### config.mk
export PLATFORM = sky130hd
export DESIGN_NAME = hwf_hold_wake_flags
export DESIGN_NICKNAME = d
export VERILOG_FILES = /design/src/verilog/hwf_pkg.sv /design/src/verilog/hwf_hold_wake_flags.sv /design/src/verilog/hwf_sync2.sv /design/src/verilog/hwf_pin_watch.sv
export SDC_FILE = /design/constraint.sdc
export NUM_CORES = 1
export LEC_CHECK = 0
export BUFFER_PORTS_ARGS = -buffer_cell sky130_fd_sc_hd__buf_2
export CAP_MARGIN = 20
export CORE_AREA = 2 2 109 111
export DETAILED_ROUTE_END_ITERATION = 7
export DIE_AREA = 0 0 111 113
export GPL_TIMING_DRIVEN = 0
export PLACE_DENSITY = 0.64
export SLEW_MARGIN = 30
export SYNTH_ARGS = -nofsm -noshare
export SYNTH_HDL_FRONTEND = slang
export SYNTH_SLANG_ARGS = --single-unit
### constraint.sdc
create_clock -name clk_in -period 4.25 [get_ports clk_in]
set_input_delay 0.425 -clock clk_in [delete_from_list [all_inputs] [get_ports clk_in]]
set_output_delay 0.425 -clock clk_in [all_outputs]
set_load 0.01 [all_outputs]
### src/verilog/hwf_pkg.sv
// Shared types and constants for the hold / wake / interrupt flag block.
// Assumes one system clock; the core issues flag commands on that clock.
package hwf_pkg;

   // ***************************************************
   // Widths and source positions
   // ***************************************************
   localparam int FLAG_W     = 8;
   localparam int NIB_W      = 4;
   localparam int PIN_W      = 10;
   localparam int VEC_W      = 12;
   localparam int SRC_IDX_W  = 3;

   // Source order shared by enable, cause and event registers
   localparam int SRC_DIV0   = 0;
   localparam int SRC_TMR0   = 1;
   localparam int SRC_PORT_C = 2;
   localparam int SRC_EXT0   = 3;
   localparam int SRC_DIV1   = 4;
   localparam int SRC_SERIAL = 5;
   localparam int SRC_EXT1   = 6;
   localparam int SRC_TMR1   = 7;

   // Edge mask bits for the two external inputs
   localparam int EXT0_MASK_BIT = 2;
   localparam int EXT1_MASK_BIT = 3;

   // Synchronised pin vector layout
   localparam int PIN_C_LO   = 0;
   localparam int PIN_D_LO   = 4;
   localparam int PIN_EXT0   = 8;
   localparam int PIN_EXT1   = 9;

   // Port mask halves
   localparam int MASK_C_LO  = 0;
   localparam int MASK_D_LO  = 4;

   // Vector table placement, one slot per source
   localparam logic [VEC_W-1:0] VEC_BASE = 12'h004;
   localparam int               VEC_STEP_SHIFT = 2;

   localparam logic [FLAG_W-1:0] FLAGS_CLEAR = 8'h00;
   localparam logic [NIB_W-1:0]  NIB_CLEAR   = 4'h0;

   // ***************************************************
   // Core command set
   // ***************************************************
   typedef enum logic [4:0] {
      OP_NONE,
      OP_WR_HOLD_EN,
      OP_WR_PORT_D_HOLD_EN,
      OP_WR_IRQ_EN,
      OP_WR_PORT_MASK,
      OP_WR_EXT_MASK,
      OP_WR_STOP_MASK,
      OP_CLR_EVENT,
      OP_CLR_PORT_D_EVENT,
      OP_WR_EVENT,
      OP_RD_EVENT,
      OP_RD_CAUSE_LOW,
      OP_RD_CAUSE_HIGH,
      OP_RD_PORT_C_STATUS,
      OP_RD_PORT_D_STATUS,
      OP_CLR_PORT_C_STATUS,
      OP_CLR_PORT_D_STATUS,
      OP_GLOBAL_IRQ_ON,
      OP_GLOBAL_IRQ_OFF,
      OP_ENTER_HOLD
   } hwf_op_e;

   typedef struct packed {
      hwf_op_e             op;
      logic [FLAG_W-1:0]   data;
   } hwf_cmd_s;

   // Internal single-cycle events from timers, dividers and serial unit
   typedef struct packed {
      logic tmr1_underflow;
      logic serial_done;
      logic div1_overflow;
      logic tmr0_underflow;
      logic div0_overflow;
   } hwf_tick_s;

   typedef struct packed {
      logic [FLAG_W-1:0] hold_release_enable;
      logic              port_d_hold_enable;
      logic [FLAG_W-1:0] irq_enable;
      logic [FLAG_W-1:0] port_change_mask;
      logic [NIB_W-1:0]  ext_edge_hold_mask;
      logic [FLAG_W-1:0] stop_wake_mask;
      logic [FLAG_W-1:0] hold_release_cause;
      logic              port_d_wake_cause;
      logic [FLAG_W-1:0] event_pending;
      logic              port_d_event;
      logic [NIB_W-1:0]  port_c_pin_change_status;
      logic [NIB_W-1:0]  port_d_pin_change_status;
      logic              global_irq_on;
      logic              hold;
      logic              core_halt;
      logic              irq_req;
      logic [SRC_IDX_W-1:0] irq_src;
      logic [VEC_W-1:0]  irq_vector;
      logic [FLAG_W-1:0] rd_data;
      logic              rd_valid;
   } hwf_state_s;

endpackage : hwf_pkg

### src/verilog/hwf_hold_wake_flags.sv
// Hold, wake-source and interrupt flag logic of a small 4-bit controller.
// Assumes the core issues one flag command per cycle on clk_in, pulses
// irq_ack_in when it jumps to irq_vector_out, and stops while core_halt_out.
//
// What this block does
// - Hold halts core; clocks and timers continue
// - Nine sources can end hold
// - Any cause bit set ends hold
// - Cause bits hardware-set, cleared with event/enable
// - Hold enable bit order plus port D
// - Interrupt enable uses same source order
// - Taken interrupt clears only its event
// - Taking masks all until re-enabled
// - Port mask gates C both, D hold
// - Edge mask bits gate external hold release
// - Cause read as nibbles; port D hidden
// - Cause bits follow enable order
// - Events hardware-set, cleared by software/accept
// - Per-pin change status for C and D
// - Reset clears every flag and mask
// - Interrupt needs event and enables
// - Interrupt in hold runs, then resumes hold
// - One vector per source in table
`timescale 1ns/1ps
`default_nettype none
module hwf_hold_wake_flags
   import hwf_pkg::*;
(
   input  wire logic                 clk_in,
   input  wire logic                 reset_n_in,
   input  wire hwf_cmd_s             cmd_in,
   input  wire hwf_tick_s            tick_in,
   input  wire logic                 irq_ack_in,
   input  wire logic [NIB_W-1:0]     port_c_pin_in,
   input  wire logic [NIB_W-1:0]     port_d_pin_in,
   input  wire logic                 first_ext_edge_input_in,
   input  wire logic                 second_ext_edge_input_in,
   output var  logic                 hold_out,
   output var  logic                 core_halt_out,
   output var  logic                 irq_req_out,
   output var  logic [VEC_W-1:0]     irq_vector_out,
   output var  logic [FLAG_W-1:0]    rd_data_out,
   output var  logic                 rd_valid_out,
   output var  logic [FLAG_W-1:0]    stop_wake_mask_out
);

   // ***************************************************
   // Reset release
   // ***************************************************
   logic [1:0] rst_pipe;
   logic       rst_n;

   always_ff @(posedge clk_in or negedge reset_n_in)
   begin
      if (!reset_n_in)
         rst_pipe <= 2'b00;
      else
         rst_pipe <= {rst_pipe[0], 1'b1};
   end

   assign rst_n = rst_pipe[1];

   // ***************************************************
   // Pin capture
   // ***************************************************
   logic [PIN_W-1:0] pin_raw;
   logic [PIN_W-1:0] pin_sync;
   logic [PIN_W-1:0] pin_change;
   logic [PIN_W-1:0] pin_fall;

   assign pin_raw = {second_ext_edge_input_in, first_ext_edge_input_in, port_d_pin_in, port_c_pin_in};

   hwf_sync2 #(.WIDTH(PIN_W)) u_sync
   (
      .clk_in   (clk_in),
      .rst_n_in (rst_n),
      .async_in (pin_raw),
      .sync_out (pin_sync)
   );

   hwf_pin_watch #(.WIDTH(PIN_W)) u_watch
   (
      .clk_in     (clk_in),
      .rst_n_in   (rst_n),
      .pin_in     (pin_sync),
      .change_out (pin_change),
      .fall_out   (pin_fall)
   );

   // ***************************************************
   // Source events
   // ***************************************************
   hwf_state_s        s;
   hwf_state_s        next_s;
   logic [NIB_W-1:0]  c_change;
   logic [NIB_W-1:0]  d_change;
   logic              c_masked;
   logic              d_masked;
   logic [FLAG_W-1:0] ev_set;
   logic [FLAG_W-1:0] hold_gate;
   logic [FLAG_W-1:0] cause_set;
   logic [FLAG_W-1:0] cause_clr;
   logic [FLAG_W-1:0] ev_clr;
   logic [FLAG_W-1:0] ev_load;
   logic [FLAG_W-1:0] ack_clr;
   logic [FLAG_W-1:0] hold_en_drop;
   logic              port_d_cause_clr;

   assign c_change = pin_change[PIN_C_LO +: NIB_W];
   assign d_change = pin_change[PIN_D_LO +: NIB_W];
   assign c_masked = |(c_change & s.port_change_mask[MASK_C_LO +: NIB_W]);
   assign d_masked = |(d_change & s.port_change_mask[MASK_D_LO +: NIB_W]);

   // Nine sources: eight in the shared order plus port D
   always_comb
   begin
      ev_set             = FLAGS_CLEAR;
      ev_set[SRC_DIV0]   = tick_in.div0_overflow;
      ev_set[SRC_TMR0]   = tick_in.tmr0_underflow;
      ev_set[SRC_PORT_C] = c_masked;
      ev_set[SRC_EXT0]   = pin_fall[PIN_EXT0];
      ev_set[SRC_DIV1]   = tick_in.div1_overflow;
      ev_set[SRC_SERIAL] = tick_in.serial_done;
      ev_set[SRC_EXT1]   = pin_fall[PIN_EXT1];
      ev_set[SRC_TMR1]   = tick_in.tmr1_underflow;
      hold_gate          = s.hold_release_enable;
      hold_gate[SRC_EXT0] = s.hold_release_enable[SRC_EXT0] & s.ext_edge_hold_mask[EXT0_MASK_BIT];
      hold_gate[SRC_EXT1] = s.hold_release_enable[SRC_EXT1] & s.ext_edge_hold_mask[EXT1_MASK_BIT];
      cause_set          = ev_set & hold_gate;
   end

   // ***************************************************
   // Software and accept clear terms
   // ***************************************************
   always_comb
   begin
      ev_clr       = FLAGS_CLEAR;
      ev_load      = FLAGS_CLEAR;
      hold_en_drop = FLAGS_CLEAR;
      case (cmd_in.op)
         OP_CLR_EVENT:
            ev_clr = cmd_in.data;
         OP_WR_EVENT:
         begin
            ev_clr  = ~cmd_in.data;
            ev_load = cmd_in.data;
         end
         OP_WR_HOLD_EN:
            hold_en_drop = ~cmd_in.data;
         default:
            ev_clr = FLAGS_CLEAR;
      endcase
      ack_clr = FLAGS_CLEAR;
      if (irq_ack_in && s.irq_req)
         ack_clr[s.irq_src] = 1'b1;
      // Only software clears reach the cause bits
      cause_clr = ev_clr | hold_en_drop;
      port_d_cause_clr = (cmd_in.op == OP_CLR_PORT_D_EVENT)
                      || (cmd_in.op == OP_WR_PORT_D_HOLD_EN && !cmd_in.data[0]);
   end

   logic [FLAG_W-1:0] next_cause;
   logic [FLAG_W-1:0] next_event;

   // Set wins over a clear in the same cycle
   for (genvar i = 0; i < FLAG_W; i++)
   begin : g_flag
      assign next_cause[i] = cause_set[i] | (s.hold_release_cause[i] & ~cause_clr[i]);
      assign next_event[i] = ev_set[i] | ev_load[i]
                           | (s.event_pending[i] & ~ev_clr[i] & ~ack_clr[i]);
   end

   // ***************************************************
   // Next state
   // ***************************************************
   logic [FLAG_W-1:0] irq_pend;

   always_comb
   begin
      next_s          = s;
      next_s.rd_valid = 1'b0;
      irq_pend        = FLAGS_CLEAR;
      case (cmd_in.op)
         OP_WR_HOLD_EN:        next_s.hold_release_enable = cmd_in.data;
         OP_WR_PORT_D_HOLD_EN: next_s.port_d_hold_enable  = cmd_in.data[0];
         OP_WR_IRQ_EN:         next_s.irq_enable          = cmd_in.data;
         OP_WR_PORT_MASK:      next_s.port_change_mask    = cmd_in.data;
         OP_WR_EXT_MASK:       next_s.ext_edge_hold_mask  = cmd_in.data[NIB_W-1:0];
         OP_WR_STOP_MASK:      next_s.stop_wake_mask      = cmd_in.data;
         OP_RD_EVENT:
         begin
            next_s.rd_data  = s.event_pending;
            next_s.rd_valid = 1'b1;
         end
         OP_RD_CAUSE_LOW:
         begin
            next_s.rd_data  = {NIB_CLEAR, s.hold_release_cause[NIB_W-1:0]};
            next_s.rd_valid = 1'b1;
         end
         OP_RD_CAUSE_HIGH:
         begin
            next_s.rd_data  = {NIB_CLEAR, s.hold_release_cause[FLAG_W-1:NIB_W]};
            next_s.rd_valid = 1'b1;
         end
         OP_RD_PORT_C_STATUS:
         begin
            next_s.rd_data  = {NIB_CLEAR, s.port_c_pin_change_status};
            next_s.rd_valid = 1'b1;
         end
         OP_RD_PORT_D_STATUS:
         begin
            next_s.rd_data  = {NIB_CLEAR, s.port_d_pin_change_status};
            next_s.rd_valid = 1'b1;
         end
         default:
            next_s.rd_valid = 1'b0;
      endcase

      next_s.hold_release_cause = next_cause;
      next_s.event_pending      = next_event;

      // Port D: hidden event and cause
      next_s.port_d_event = d_masked
                          | (s.port_d_event & (cmd_in.op != OP_CLR_PORT_D_EVENT));
      next_s.port_d_wake_cause = (d_masked & s.port_d_hold_enable)
                               | (s.port_d_wake_cause & ~port_d_cause_clr);

      // Per-pin change status, new change beats a clear
      next_s.port_c_pin_change_status = c_change
         | (s.port_c_pin_change_status & {NIB_W{cmd_in.op != OP_CLR_PORT_C_STATUS}});
      next_s.port_d_pin_change_status = d_change
         | (s.port_d_pin_change_status & {NIB_W{cmd_in.op != OP_CLR_PORT_D_STATUS}});

      // Global interrupt gate
      if (irq_ack_in && s.irq_req)
         next_s.global_irq_on = 1'b0;
      if (cmd_in.op == OP_WR_IRQ_EN || cmd_in.op == OP_GLOBAL_IRQ_ON)
         next_s.global_irq_on = 1'b1;
      if (cmd_in.op == OP_GLOBAL_IRQ_OFF)
         next_s.global_irq_on = 1'b0;

      // Port C events are already mask-gated at the source
      irq_pend       = next_s.event_pending & next_s.irq_enable;
      next_s.irq_req = next_s.global_irq_on & (|irq_pend);
      next_s.irq_src = s.irq_src;
      for (int k = FLAG_W - 1; k >= 0; k--)
      begin
         if (irq_pend[k])
            next_s.irq_src = k[SRC_IDX_W-1:0];
      end
      next_s.irq_vector = VEC_BASE + (VEC_W'(next_s.irq_src) << VEC_STEP_SHIFT);

      // Hold ends the moment any cause is present
      next_s.hold = (s.hold | (cmd_in.op == OP_ENTER_HOLD))
                  & ~((|next_s.hold_release_cause) | next_s.port_d_wake_cause);
      // Interrupt lifts the halt only; hold resumes after service
      next_s.core_halt = next_s.hold & ~next_s.irq_req;
   end

   // ***************************************************
   // State register
   // ***************************************************
   always_ff @(posedge clk_in or negedge rst_n)
   begin
      if (!rst_n)
         s <= '0;
      else
         s <= next_s;
   end

   assign hold_out           = s.hold;
   assign core_halt_out      = s.core_halt;
   assign irq_req_out        = s.irq_req;
   assign irq_vector_out     = s.irq_vector;
   assign rd_data_out        = s.rd_data;
   assign rd_valid_out       = s.rd_valid;
   assign stop_wake_mask_out = s.stop_wake_mask;

endmodule // hwf_hold_wake_flags
`default_nettype wire

### src/verilog/hwf_sync2.sv
// Two-stage synchroniser for a group of pin inputs.
// Assumes pins are asynchronous to clk_in; reset is already synchronous-released.
`timescale 1ns/1ps
`default_nettype none
module hwf_sync2
#(
   parameter int WIDTH = 1
)
(
   input  wire logic             clk_in,
   input  wire logic             rst_n_in,
   input  wire logic [WIDTH-1:0] async_in,
   output var  logic [WIDTH-1:0] sync_out
);

   logic [WIDTH-1:0] stage1;

   // First stage is read only by the second stage
   for (genvar i = 0; i < WIDTH; i++)
   begin : g_bit
      always_ff @(posedge clk_in or negedge rst_n_in)
      begin
         if (!rst_n_in)
         begin
            stage1[i]   <= 1'b0;
            sync_out[i] <= 1'b0;
         end
         else
         begin
            stage1[i]   <= async_in[i];
            sync_out[i] <= stage1[i];
         end
      end
   end

endmodule // hwf_sync2
`default_nettype wire

### src/verilog/hwf_pin_watch.sv
// Change and falling-edge detector on already synchronised pins.
// Assumes inputs are on clk_in; first three samples after reset only prime history.
`timescale 1ns/1ps
`default_nettype none
module hwf_pin_watch
#(
   parameter int WIDTH = 1
)
(
   input  wire logic             clk_in,
   input  wire logic             rst_n_in,
   input  wire logic [WIDTH-1:0] pin_in,
   output var  logic [WIDTH-1:0] change_out,
   output var  logic [WIDTH-1:0] fall_out
);

   // Two sync stages plus one history stage
   localparam int PRIME_STAGES = 3;

   logic [WIDTH-1:0]        prev;
   logic [PRIME_STAGES-1:0] prime_pipe;
   logic                    primed;

   // Priming waits for a real pin sample in history, so reset levels are no change
   always_ff @(posedge clk_in or negedge rst_n_in)
   begin
      if (!rst_n_in)
      begin
         prev       <= '0;
         prime_pipe <= '0;
      end
      else
      begin
         prev       <= pin_in;
         prime_pipe <= {prime_pipe[PRIME_STAGES-2:0], 1'b1};
      end
   end

   assign primed = prime_pipe[PRIME_STAGES-1];

   for (genvar i = 0; i < WIDTH; i++)
   begin : g_bit
      assign change_out[i] = primed & (prev[i] ^ pin_in[i]);
      assign fall_out[i]   = primed & prev[i] & ~pin_in[i];
   end

endmodule // hwf_pin_watch
`default_nettype wire

==> qor.yml <==
setup-violations-final: 0
postRouteAntennaNets: 0
fill_cells: 962
ys_async_sr_fraction: 1.00
cts_buffers: 17
grt_pass1_vias: 3439
timing.max_cap.violations: 0
path_cells: "buf_2 -> buf_6 -> nor2b_1 -> o21ai_0 -> a221o_1 -> a21o_1 -> a221oi_1 -> o31a_1 -> nor2_1 -> ha_1 -> xor2_1"
root_buffer: "clkbuf_16"
timing.fmax_mhz: 403
synth_top_cell_by_area: "dfrtp_1"
final_area_um2: 6150
mostFrequentLayoutCells: "114 x dfrtp_1, 54 x buf_2, 33 x nand2_1, 33 x mux2_2, 31 x buf_4"
yosysSeqAreaShare: 0.572
fin_hold_ws_ns: 0.112
tightest_slew_ns: 0.644
fin_crit_sh: 0.584
power_density_nw_per_um2: 547
grt_max_degree: 50
wl_per_cell_um: 17.9
cp_slowest_stage_delay_ns: 0.38
drive_gt1_frac: 0.345
totalWireLength_um: 11600
htreeDepth: 4
vdd_drop_max_mv: 0.395
io_pins: 63
dr.pass1.iters: 4
synth_edf_count: 0
netlist_top_cells_area: "dfrtp_1 57%, mux2_2 7.4%, buf_4 4.6%, nand2_1 2.5%, a22o_1 2.3%"
maxSlewViolCount: 0
total_power_w: 0.00336
antenna_found_initial: 0
worst_ep_arrival_time_ns: 2.77
synth_top_cell_area_share: 0.572
dp_hpwl_um: 8310
track_usage: 0.198
cp-end-kind: "flip-flop"
synth_cells: 409
power_leakage_nw: 2.83
vias: 3465
grt_pass1_wl_um: 18700
min_period_ns: 2.48
cts_tree: "built"
hold_path_class: "input port to flip-flop"
synth-seq-cells: 115
nets: 522
dp_cells: 613
core_um2: 11300
outcome: "finished, final reports clean"
worstPathMaxFanout: 10
stdcell_count: 645
drc: 0
rows: 39
first_iter_violations: 208
worstSkewPairLatency_ns: 0.42
cts_buffer_depth: 2
hold_viol_final: 0
worst_path_max_delay_cell: "a221o_1"
max-slew-margin-rel: 0.571
fin_setup_tns_ns: 0
synth_ff_type: "dfrtp_1"
grt-ovfl-total: 0
yosysWarnings: 0
skew_ns: 0.0127
crit_type: "input port to flip-flop"
synth.distinct_cells: 64
gp_congestion: 0.873
diodes: 0
drt-vias-per-instance: 5.37
post_dp_cell_area_um2: 5540
critPathRequiredTime_ns: 4.54
die_h_um: 113
postCtsResizedCells: 0
die_area_um2: 12500
cts.sinks: 115
grt_setup_unrepaired: "false"
area_growth_pct: 22.1
clk_pin_slew_worst_paths_ns: 0.05
start_util: 0.447
portBuffers: 51
cp-start-kind: "input port"
layout_commonest_cell: "dfrtp_1"
die_w_um: 111
netlist_area_um2: 5030
avgSynthCellArea_um2: 12.3
-- routing by layer --
metal  vias to the layer above  track usage  share of wire
li1                       1609            -              -
met1                      1735        0.257           0.44
met2                       105        0.310           0.48
met3                        16       0.0600          0.060
met4                         0       0.0892          0.019
met5                         -            0              0
-- repair_timing --
action / CTS / global route
hold buffers: 1 / 0
buffers inserted: 0 / 0
hold endpoints to repair: 2 / 0
-- worst paths after layout --
kind                                                 start                           end  slack, ns  cells past startpoint
worst max-delay path                            cmd_in[12]   irq_vector_out[4]$_DFF_PN0_       1.77                     11
worst min-delay path                      port_d_pin_in[1]    u_sync.stage1[5]$_DFF_PN0_       0.11                      1
worst max register to register       irq_req_out$_DFF_PN0_   irq_vector_out[4]$_DFF_PN0_       1.87                      9
worst min register to register  u_sync.stage1[6]$_DFF_PN0_  u_sync.sync_out[6]$_DFF_PN0_       0.34                      0
max in group asynchronous            rst_pipe[1]$_DFF_PN0_    rd_data_out[3]$_DFFE_PN0P_       3.04                      2
min in group asynchronous                       reset_n_in         rst_pipe[1]$_DFF_PN0_       0.32                      2
-- Yosys cell counts (5+ instances only) --
cell type,instances
dfrtp_1,115
mux2_2,33
nand2_1,33
buf_4,31
o21ai_0,19
nor2_1,18
a22o_1,13
nand3_1,9
xor2_1,9
a21oi_1,6
a22oi_1,6
clkbuf_1,6
inv_1,6
mux2i_1,6
a221oi_1,5
nor2b_1,5
or3_1,5
-- worst max-delay path: cells and delay by family --
family / cells / cell delay, ns
AND/OR/NAND/NOR: 2 / 0.36
XOR/XNOR: 1 / 0.15
buffers and inverters: 2 / 0.28
AO/OA/AOI/OAI: 5 / 1.31
adder cells (fa/ha/maj): 1 / 0.23
-- kinds of logic after synthesis --
kind of cell	after synthesis	share of synthesized area
muxes	40	0.0880
DFF	115	0.572
buffers and inverters	51	0.0663
xor gates and xnor gates	9	0.0157
other	2	0.00149
AOI/OAI and AO/OA	85	0.128
adders and majority gates	1	0.00248
and+or+nand+nor	106	0.127
-- final cells by class --
class	count	area, um^2	share of cell area
clock buffers	22	464	0.0755
clock inverters	9	130	0.0212
flip-flops and latches	115	2880	0.469
inverters	6	22.5	0.00366
plain buffers	45	312	0.0507
repair buffers	54	305	0.0497
well taps	143	179	0.0291
multi-input cells	251	1850	0.301
-- power by group --
| part | switching, W | internal [W] |
|---|---|---|
| registers | 0.000113 | 0.00127 |
| logic | 0.000271 | 0.000289 |
| clock network | 0.000473 | 0.000947 |
-- stage by stage --
stage,worst slack [ns],util
floorplan,0.809,-
CTS,1.80,0.545
global placement,-0.406,0.488
detailed placement,1.38,0.492
finish,1.77,0.545
global route,1.64,0.545
-- sequential cells by signal, indices dropped and copies added (netlist names) --
name / count
stop_wake_mask_out: 8
hold_gate: 6
u_watch.prev: 10
u_sync.stage1: 10
u_watch.prime_pipe: 3
u_sync.sync_out: 10
rd_data_out: 8
irq_vector_out: 4
core_halt_out: 1
rst_pipe: 2
irq_req_out: 1
rd_valid_out: 1
hold_out: 1
s: 50
(Power assumes the default switching activity.)
